File: src/lgpe_params.svh
// Register offsets, field positions, reset values and step counts of the grayscale PWM engine.
`ifndef LGPE_PARAMS_SVH
`define LGPE_PARAMS_SVH
`define LGPE_ADDR_CTRL      8'h00
`define LGPE_ADDR_CMD       8'h04
`define LGPE_ADDR_SNAP      8'h08
`define LGPE_ADDR_STAT      8'h0c
`define LGPE_ADDR_MASK      8'h10
`define LGPE_ADDR_STEP      8'h14
`define LGPE_ADDR_BRIGHT    8'h18
`define LGPE_ADDR_EARLY     8'h1c
`define LGPE_ADDR_LATE      8'h20
`define LGPE_GS_REGION      2'h1
`define LGPE_TRIM_REGION    2'h2
`define LGPE_CTRL_AUTO      2
`define LGPE_CTRL_TRES      3
`define LGPE_CTRL_RANGE_A   4
`define LGPE_CTRL_RANGE_B   5
`define LGPE_CTRL_RST       6'h00
`define LGPE_BRIGHT_RST     16'hffff
`define LGPE_MAX_12         12'hfff
`define LGPE_MAX_10         12'h3ff
`define LGPE_MAX_8          12'h0ff
`define LGPE_EARLY_STEP     12'h009
`define LGPE_RESP_OKAY      2'h0
`define LGPE_RESP_SLVERR    2'h2
`endif

File: src/lgpe_pkg.sv
// Types shared by the grayscale PWM engine.
package lgpe_pkg;
  typedef enum logic [2:0] {
    LGPE_ST_IDLE = 3'b001,
    LGPE_ST_RUN  = 3'b010,
    LGPE_ST_DONE = 3'b100
  } lgpe_state_e;
  typedef enum logic [1:0] {
    LGPE_MODE_12 = 2'h0,
    LGPE_MODE_10 = 2'h1,
    LGPE_MODE_8  = 2'h2
  } lgpe_mode_e;
endpackage : lgpe_pkg

File: src/lgpe_core.sv
// Grayscale PWM engine with AXI4-Lite registers, fault flag capture and interrupt.
// Operation
// - Global mode picks 12, 10 or 8 bit step counter range.
// - Step counter advances only on pwm_step_clock rising edges.
// - A channel turns off when the counter equals its grayscale value.
// - Blanking low clears counter; blanking high starts a fresh cycle.
// - With repeat set and blanking high, cycles restart automatically at max.
// - With timing reset, a grayscale load strobe blanks internally.
// - With repeat, internal blank occurs every full counter period.
// - Config read command copies config frame into readback register.
// - Sixteen channels in two groups of eight, each with 7-bit trim.
// - Each group holds one 8-bit brightness code.
// - Each group has selectable low or high trim range.
// - Late flags captured at step 4095 in 12-bit mode.
// - Early flags captured at step 9 of every cycle.
// - Late capture step is the mode maximum in every mode.
// - Repeat cleared: one cycle, then wait for blanking toggle.
// - Timing reset restarts at once with new values; else next cycle.
`include "lgpe_params.svh"
module lgpe_core import lgpe_pkg::*; #(
  parameter int CH = 16
) (
  input  wire logic             aclk,
  input  wire logic             aresetn,
  input  wire logic [7:0]       s_axi_awaddr,
  input  wire logic             s_axi_awvalid,
  output logic                  s_axi_awready,
  input  wire logic [31:0]      s_axi_wdata,
  input  wire logic [3:0]       s_axi_wstrb,
  input  wire logic             s_axi_wvalid,
  output logic                  s_axi_wready,
  output logic [1:0]            s_axi_bresp,
  output logic                  s_axi_bvalid,
  input  wire logic             s_axi_bready,
  input  wire logic [7:0]       s_axi_araddr,
  input  wire logic             s_axi_arvalid,
  output logic                  s_axi_arready,
  output logic [31:0]           s_axi_rdata,
  output logic [1:0]            s_axi_rresp,
  output logic                  s_axi_rvalid,
  input  wire logic             s_axi_rready,
  input  wire logic             pwm_step_clock,
  input  wire logic             blank_n,
  input  wire logic             gs_load_strobe,
  input  wire logic [CH-1:0]    open_led_flag,
  input  wire logic [CH-1:0]    shorted_led_flag,
  output logic [CH/2-1:0]       sink_group_a,
  output logic [CH/2-1:0]       sink_group_b,
  output logic [15:0]           group_brightness_code,
  output logic [1:0]            trim_range,
  output logic [CH*7-1:0]       channel_trim_code,
  output logic                  irq
);
  // ----------------------------------------------------------------
  // Pin synchronisation and edge detection
  // ----------------------------------------------------------------
  // Every non-AXI input pin, the step clock included, passes two flops before any logic reads it.
  logic [2*CH+2:0] pins_s;
  logic            step_d_reg;
  logic            load_d_reg;
  lgpe_sync #(.W(2*CH+3)) u_sync (
    .aclk    (aclk),
    .aresetn (aresetn),
    .d       ({shorted_led_flag, open_led_flag, gs_load_strobe, blank_n, pwm_step_clock}),
    .q       (pins_s)
  );
  wire             step_s    = pins_s[0];
  wire             blank_s   = pins_s[1];
  wire             load_s    = pins_s[2];
  wire [2*CH-1:0]  fault_s   = pins_s[2*CH+2:3];
  wire             step_rise = step_s & ~step_d_reg;
  wire             load_rise = load_s & ~load_d_reg;

  // ----------------------------------------------------------------
  // Registers
  // ----------------------------------------------------------------
  logic [5:0]   ctrl_reg;
  logic [15:0]  bright_reg;
  logic [2:0]   stat_reg;
  logic [2:0]   mask_reg;
  logic [31:0]  snap_reg;
  logic [31:0]  early_reg;
  logic [31:0]  late_reg;
  logic [11:0]  gs_sh_reg  [CH];
  logic [11:0]  gs_lat_reg [CH];
  logic [11:0]  gs_act_reg [CH];
  logic [6:0]   trim_reg   [CH];
  logic [11:0]  cnt_reg;
  lgpe_state_e  st_reg;
  logic [CH-1:0] out_reg;
  logic [7:0]   awaddr_reg;
  logic [31:0]  wdata_reg;
  logic [3:0]   wstrb_reg;
  logic         irq_reg;

  function automatic logic [31:0] lgpe_merge(input logic [31:0] old, input logic [31:0] nw,
                                             input logic [3:0] strb);
    logic [31:0] m;
    m = {{8{strb[3]}}, {8{strb[2]}}, {8{strb[1]}}, {8{strb[0]}}};
    return (old & ~m) | (nw & m);
  endfunction : lgpe_merge

  // ----------------------------------------------------------------
  // AXI4-Lite slave
  // ----------------------------------------------------------------
  wire        do_wr   = !s_axi_awready && !s_axi_wready && !s_axi_bvalid;
  wire [1:0]  wa_reg  = awaddr_reg[7:6];
  wire [3:0]  wa_idx  = awaddr_reg[5:2];
  wire        wr_ctrl = do_wr && awaddr_reg == `LGPE_ADDR_CTRL;
  wire        wr_cmd  = do_wr && awaddr_reg == `LGPE_ADDR_CMD;
  wire        wr_stat = do_wr && awaddr_reg == `LGPE_ADDR_STAT;
  wire        wr_mask = do_wr && awaddr_reg == `LGPE_ADDR_MASK;
  wire        wr_brt  = do_wr && awaddr_reg == `LGPE_ADDR_BRIGHT;
  wire        wr_gs   = do_wr && wa_reg == `LGPE_GS_REGION;
  wire        wr_trim = do_wr && wa_reg == `LGPE_TRIM_REGION;
  wire        wr_ok   = wr_ctrl || wr_cmd || wr_stat || wr_mask || wr_brt || wr_gs || wr_trim;
  wire [31:0] wmerged = lgpe_merge(32'h0000_0000, wdata_reg, wstrb_reg);

  wire [3:0]  ra_idx  = s_axi_araddr[5:2];
  wire        ra_gs   = s_axi_araddr[7:6] == `LGPE_GS_REGION;
  wire        ra_trim = s_axi_araddr[7:6] == `LGPE_TRIM_REGION;
  wire [31:0] step_word = {17'h0_0000, st_reg, cnt_reg};
  wire        rd_ok   = ra_gs || ra_trim || s_axi_araddr <= `LGPE_ADDR_LATE && s_axi_araddr[1:0] == 2'h0;
  wire [31:0] rd_data =
    ra_gs                                  ? {20'h0_0000, gs_sh_reg[ra_idx]} :
    ra_trim                                ? {25'h000_0000, trim_reg[ra_idx]} :
    s_axi_araddr == `LGPE_ADDR_CTRL        ? {26'h000_0000, ctrl_reg} :
    s_axi_araddr == `LGPE_ADDR_SNAP        ? snap_reg :
    s_axi_araddr == `LGPE_ADDR_STAT        ? {29'h0000_0000, stat_reg} :
    s_axi_araddr == `LGPE_ADDR_MASK        ? {29'h0000_0000, mask_reg} :
    s_axi_araddr == `LGPE_ADDR_STEP        ? step_word :
    s_axi_araddr == `LGPE_ADDR_BRIGHT      ? {16'h0000, bright_reg} :
    s_axi_araddr == `LGPE_ADDR_EARLY       ? early_reg :
    s_axi_araddr == `LGPE_ADDR_LATE        ? late_reg : 32'h0000_0000;

  // A write is answered only once both address and data are in, and each ready stays low until
  // the response is taken, so at most one write and one read are under way.
  always_ff @(posedge aclk) begin
    if (!aresetn) begin
      s_axi_awready <= 1'b1;
      s_axi_wready  <= 1'b1;
      s_axi_bvalid  <= 1'b0;
      s_axi_bresp   <= `LGPE_RESP_OKAY;
      s_axi_arready <= 1'b1;
      s_axi_rvalid  <= 1'b0;
      s_axi_rdata   <= 32'h0000_0000;
      s_axi_rresp   <= `LGPE_RESP_OKAY;
      awaddr_reg    <= 8'h00;
      wdata_reg     <= 32'h0000_0000;
      wstrb_reg     <= 4'h0;
    end else begin
      if (s_axi_awvalid && s_axi_awready) begin
        awaddr_reg    <= s_axi_awaddr;
        s_axi_awready <= 1'b0;
      end
      if (s_axi_wvalid && s_axi_wready) begin
        wdata_reg    <= s_axi_wdata;
        wstrb_reg    <= s_axi_wstrb;
        s_axi_wready <= 1'b0;
      end
      if (do_wr) begin
        s_axi_bvalid <= 1'b1;
        s_axi_bresp  <= wr_ok ? `LGPE_RESP_OKAY : `LGPE_RESP_SLVERR;
      end else if (s_axi_bvalid && s_axi_bready) begin
        s_axi_bvalid  <= 1'b0;
        s_axi_awready <= 1'b1;
        s_axi_wready  <= 1'b1;
      end
      if (s_axi_arvalid && s_axi_arready) begin
        s_axi_arready <= 1'b0;
        s_axi_rvalid  <= 1'b1;
        s_axi_rdata   <= rd_data;
        s_axi_rresp   <= rd_ok ? `LGPE_RESP_OKAY : `LGPE_RESP_SLVERR;
      end else if (s_axi_rvalid && s_axi_rready) begin
        s_axi_rvalid  <= 1'b0;
        s_axi_arready <= 1'b1;
      end
    end
  end

  // ----------------------------------------------------------------
  // PWM step counter and cycle control
  // ----------------------------------------------------------------
  wire        auto_rep  = ctrl_reg[`LGPE_CTRL_AUTO];
  wire        tim_res   = ctrl_reg[`LGPE_CTRL_TRES];
  wire [11:0] max_cnt   = ctrl_reg[1:0] == LGPE_MODE_10 ? `LGPE_MAX_10 :
                          ctrl_reg[1:0] == LGPE_MODE_8  ? `LGPE_MAX_8 : `LGPE_MAX_12;
  // A cycle starts at count zero, so the n-th step edge brings the counter to n: the early set is
  // taken on the edge to step nine and the late set on the edge that reaches the mode maximum.
  wire [11:0] late_pt   = max_cnt - 12'h001;
  wire        in_run    = st_reg == LGPE_ST_RUN;
  wire        step_run  = in_run && step_rise;
  wire        at_max    = cnt_reg == max_cnt;
  wire        restart_tr = load_rise && tim_res && blank_s;
  wire        wrap      = step_run && at_max && auto_rep;
  wire        finish    = step_run && at_max && !auto_rep;
  wire        cyc_start = blank_s && ((st_reg == LGPE_ST_IDLE) || wrap || restart_tr);
  wire        early_cap = step_run && cnt_reg == `LGPE_EARLY_STEP - 12'h001;
  wire        late_cap  = step_run && cnt_reg == late_pt;
  wire [2:0]  events    = {late_cap, early_cap, step_run && at_max};

  lgpe_state_e st_next;
  logic [11:0] cnt_next;
  assign st_next  = !blank_s ? LGPE_ST_IDLE :
                    cyc_start ? LGPE_ST_RUN :
                    finish ? LGPE_ST_DONE : st_reg;
  assign cnt_next = (!blank_s || cyc_start) ? 12'h000 :
                    (step_run && !at_max) ? cnt_reg + 12'h001 : cnt_reg;

  always_ff @(posedge aclk) begin
    if (!aresetn) begin
      step_d_reg <= 1'b0;
      load_d_reg <= 1'b0;
      st_reg     <= LGPE_ST_IDLE;
      cnt_reg    <= 12'h000;
      early_reg  <= 32'h0000_0000;
      late_reg   <= 32'h0000_0000;
    end else begin
      step_d_reg <= step_s;
      load_d_reg <= load_s;
      st_reg     <= st_next;
      cnt_reg    <= cnt_next;
      if (early_cap)
        early_reg <= fault_s;
      if (late_cap)
        late_reg  <= fault_s;
    end
  end

  // ----------------------------------------------------------------
  // Per-channel grayscale, trim and output
  // ----------------------------------------------------------------
  // Grayscale moves from shadow to latch on the load strobe, and from latch to the active copy at
  // a cycle start; under timing reset the restart takes the shadow directly.
  genvar gi;
  generate
    for (gi = 0; gi < CH; gi++) begin : g_ch
      wire [11:0] act_next = !cyc_start ? gs_act_reg[gi] :
                             restart_tr ? gs_sh_reg[gi] : gs_lat_reg[gi];
      wire [11:0] act_eff  = act_next & max_cnt;
      always_ff @(posedge aclk) begin
        if (!aresetn) begin
          gs_sh_reg[gi]  <= 12'h000;
          gs_lat_reg[gi] <= 12'h000;
          gs_act_reg[gi] <= 12'h000;
          trim_reg[gi]   <= 7'h00;
          out_reg[gi]    <= 1'b0;
        end else begin
          if (wr_gs && wa_idx == gi)
            gs_sh_reg[gi] <= wmerged[11:0];
          if (wr_trim && wa_idx == gi)
            trim_reg[gi] <= wmerged[6:0];
          if (load_rise)
            gs_lat_reg[gi] <= gs_sh_reg[gi];
          gs_act_reg[gi] <= act_next;
          out_reg[gi]    <= st_next == LGPE_ST_RUN && cnt_next < act_eff;
        end
      end
      assign channel_trim_code[gi*7 +: 7] = trim_reg[gi];
    end
  endgenerate

  assign sink_group_a          = out_reg[CH/2-1:0];
  assign sink_group_b          = out_reg[CH-1:CH/2];
  assign group_brightness_code = bright_reg;
  assign trim_range            = {ctrl_reg[`LGPE_CTRL_RANGE_B], ctrl_reg[`LGPE_CTRL_RANGE_A]};
  assign irq                   = irq_reg;

  // ----------------------------------------------------------------
  // Configuration, readback and interrupt
  // ----------------------------------------------------------------
  // An event in the same cycle as a software clear wins, so no event is lost.
  wire [2:0] stat_next = (stat_reg & ~(wr_stat ? wmerged[2:0] : 3'h0)) | events;
  // Control and brightness keep the bytes whose strobe is low.
  wire [31:0] ctrl_merged   = lgpe_merge({26'h000_0000, ctrl_reg}, wdata_reg, wstrb_reg);
  wire [31:0] bright_merged = lgpe_merge({16'h0000, bright_reg}, wdata_reg, wstrb_reg);

  always_ff @(posedge aclk) begin
    if (!aresetn) begin
      ctrl_reg   <= `LGPE_CTRL_RST;
      bright_reg <= `LGPE_BRIGHT_RST;
      mask_reg   <= 3'h0;
      stat_reg   <= 3'h0;
      snap_reg   <= 32'h0000_0000;
      irq_reg    <= 1'b0;
    end else begin
      if (wr_ctrl)
        ctrl_reg <= ctrl_merged[5:0];
      if (wr_brt)
        bright_reg <= bright_merged[15:0];
      if (wr_mask)
        mask_reg <= wmerged[2:0];
      if (wr_cmd && wmerged[0])
        snap_reg <= {10'h000, ctrl_reg, bright_reg};
      stat_reg <= stat_next;
      irq_reg  <= |(stat_next & mask_reg);
    end
  end
endmodule : lgpe_core

File: src/lgpe_sync.sv
// Two-flop synchroniser for pins from outside the aclk domain.
module lgpe_sync #(
  parameter int W = 1
) (
  input  wire logic         aclk,
  input  wire logic         aresetn,
  input  wire logic [W-1:0] d,
  output logic      [W-1:0] q
);
  logic [W-1:0] meta_reg;
  always_ff @(posedge aclk) begin
    if (!aresetn) begin
      meta_reg <= '0;
      q        <= '0;
    end else begin
      meta_reg <= d;
      q        <= meta_reg;
    end
  end
endmodule : lgpe_sync
File: config.mk
export PLATFORM = sky130hd
export DESIGN_NAME = lgpe_core
export DESIGN_NICKNAME = d
export VERILOG_FILES = /design/src/lgpe_pkg.sv /design/src/lgpe_core.sv /design/src/lgpe_sync.sv
export VERILOG_INCLUDE_DIRS = /design/src
export SDC_FILE = /design/constraint.sdc
export NUM_CORES = 2
export LEC_CHECK = 0
export ABC_AREA = 1
export BUFFER_PORTS_ARGS = -buffer_cell sky130_fd_sc_hd__buf_4
export CAP_MARGIN = 30
export CORE_UTILIZATION = 50
export DETAILED_ROUTE_END_ITERATION = 6
export PLACE_DENSITY_LB_ADDON = 0.1
export RECOVER_POWER = 50
export SYNTH_ARGS = -nofsm -noshare
export SYNTH_HDL_FRONTEND = slang
export SYNTH_SLANG_ARGS = --single-unit
File: constraint.sdc
create_clock -name aclk -period 30.6 [get_ports aclk]
set_input_delay 3.06 -clock aclk [delete_from_list [all_inputs] [get_ports aclk]]
set_output_delay 3.06 -clock aclk [all_outputs]
set_load 0.02 [all_outputs]
==> qor.csv <==
metric;value;unit
synthSimpleGateAreaFrac;18.3;%
synth_ff_type;edfxtp_1;
clock_path_buffers;3;
viasPerCell;5.59;
critPathKind;in -> reg;
synth_xor_area_share;0.196;%
synth_top_family_by_area;simple AND/OR/NAND/NOR gates;
rows;109;
maxCapViolCount;7;
yosysTopAreaCell;edfxtp_1;
timing.hold.ws;0.409;ns
cts_buffers;103;
final_nets;5318;
setup_tns;0;ns
p_leak;0.0207;uW
tightest_slew;10.61;ns
cts.sinks;971;
crit_required;30.54;ns
cp_max_fo;210;
clk_latency;0.69;ns
synth-compound-area-share;14.2;%
synthAdderAreaFrac;5.16;%
peakVddDrop;0.0519;mV
syn_area;44600;um2
drtPass1Iterations;6;
fin_ws;17.86;ns
core;88400;um2
period_needed;12.74;ns
htree_levels;3;
fillCellCount;7953;
grt_pass1_wl;203000;um
design_area;50600;um2
layout_commonest_cell;nor2_1;
cts-root-buf;clkbuf_16;
startpoint_type;input pin;
ctsResizeCount;0;
rsz0062_at_grt;false;
grt_pass1_vias;32400;
die_area;90400;um2
ys_ff_latch;971;
clock_skew;0.0258;ns
num_vias;35200;
start_util;50.5;%
syn_area_per_cell;9.06;um2
grt_start_max_net_pins;211;
synth_edf_count;496;
synth_area_leaders;edfxtp_1, dfxtp_1, nor2_1;
synth_cells;4924;
finalSetupViolCount;0;
final_antenna_net_count;0;
ys_seq_area_share;54.7;%
placed_area;47200;um2
clk_pin_slew;0.06;ns
period_share;41.6;%
final_cells;6295;
grt_usage;29.8;%
dp.cells;6099;
io_pins;282;
syn_to_final_growth;13.4;%
die_h;301;um
antenna_found_initial;4;
hold_path_class;reg -> reg;
worst_ep_arrival_time;12.67;ns
hold_viol_final;0;
yosys_warnings;0;
r2r_slack;21.69;ns
route.detailed.drc;0;
place.gp.congestion;0.922;
maxSlewHeadroom;-607;%
first_iter_violations;3380;
cts_setup_buffers;0;
synthArstFlopShare;0;%
cts_hold_buffers;0;
final_cell_mix;nor2_1, nand2_1, edfxtp_1;
die_w;301;um
post-place-ws;23.91;ns
gr-total-overflow;0;
cp-end-kind;flip-flop;
drive_gt1_share;12.4;%
synth_cell_type_count;61;
fmax;0.0785;GHz
status;complete, but fails checks;
violations;capacitance limit, slew limit;
drv_slew;920;
drt-wirelength-per-cell;21.7;um
cts_tree;yes;
yosys.area.top_type_share;33.4;%
dp_hpwl;87100;um
portBuffers;261;
wirelength;137000;um
power.density;58.4;nW/um2
synthMuxAreaShare;0.359;%
-- layer usage --
metal,up-vias,wire [um],track usage [%],part of all wire (%)
li1,16800,-,-,-
met1,16700,58000,41.6,42
met2,1442,62400,46.8,46
met3,266,11100,4.44,8.1
met4,2,5160,11.4,3.8
met5,-,13,0,0.0095
-- power by group --
part / switching [uW] / total [uW] / internal, uW
sequential: 21.7 / 1440 / 1420
combinational: 167 / 243 / 76.3
clock: 542 / 1270 / 728
total: 730 / 2950 / 2220
-- worst max-delay path: stages --
cell and delay (ns):
clkbuf_1 1.13, clkbuf_1 5.62, nand2_1 2.59
-- synth_stat cells (5+ instances only) --
library cell  instances
buf_1                23
xor2_1                8
o21a_1                7
clkbuf_1            224
a31oi_1               9
o22ai_1              71
o2111ai_1            16
o221ai_1             11
a2111oi_0             5
o21ai_2              72
a211oi_1              6
a221oi_1              7
a22oi_1              27
o21ai_0             243
mux2i_1              16
nand4_1              31
o211ai_2             60
buf_6                15
nand2_1             830
a21oi_1             222
inv_1               447
o21ai_1              90
buf_8                10
nor2_1              886
nor3_1               36
dfxtp_1             475
a41oi_1               5
or2_1                65
nor4_1                6
buf_4                10
buf_2                24
nand3_1             105
ha_1                184
edfxtp_1            496
inv_2                 5
nand3b_1             19
o211ai_1            117
-- area by class of cell --
class / count / area [um2] / area share, %
sequential: 971 / 24400 / 48.3
multi-input combinational: 3191 / 17100 / 33.8
clock buffer: 157 / 3010 / 5.96
timing repair buffer: 317 / 2420 / 4.79
inverter: 456 / 1730 / 3.41
tap: 1165 / 1460 / 2.88
clock inverter: 36 / 458 / 0.905
antenna: 2 / 5.00 / 0.00990
-- path summary, 6_finish.rpt --
| path | startpoint | end | depth (start not counted) |
|---|---|---|---|
| max reg2reg | u_sync.q[2]$_SDFF_PN0_ | gs_lat_reg[1][6]$_SDFFCE_PN0P_ | 5 |
| min | u_sync.meta_reg[34]$_SDFF_PN0_ | u_sync.q[34]$_SDFF_PN0_ | 2 |
| max | aresetn | gs_sh_reg[13][5]$_SDFFCE_PN0P_ | 3 |
| min reg2reg | u_sync.meta_reg[34]$_SDFF_PN0_ | u_sync.q[34]$_SDFF_PN0_ | 2 |
-- cell families (layout without fill, tap and decap cells) --
logic type	after synthesis	in the layout
adder cells (fa/ha/maj)	184	184
XOR/XNOR	10	10
AO/OA/AOI/OAI	980	980
other	1	4
buffers and inverters	763	966
multiplexers	16	16
flip-flops	971	971
AND/OR/NAND/NOR	1999	1999
-- per-stage QoR --
stage,power [uW],utilization (%)
after floorplan,1620,-
after global placement,1700,53.3
after detailed placement,1700,53.4
after CTS,2960,57.3
after global routing,3050,57.2
final,2950,57.2
(Power assumes the default switching activity.)
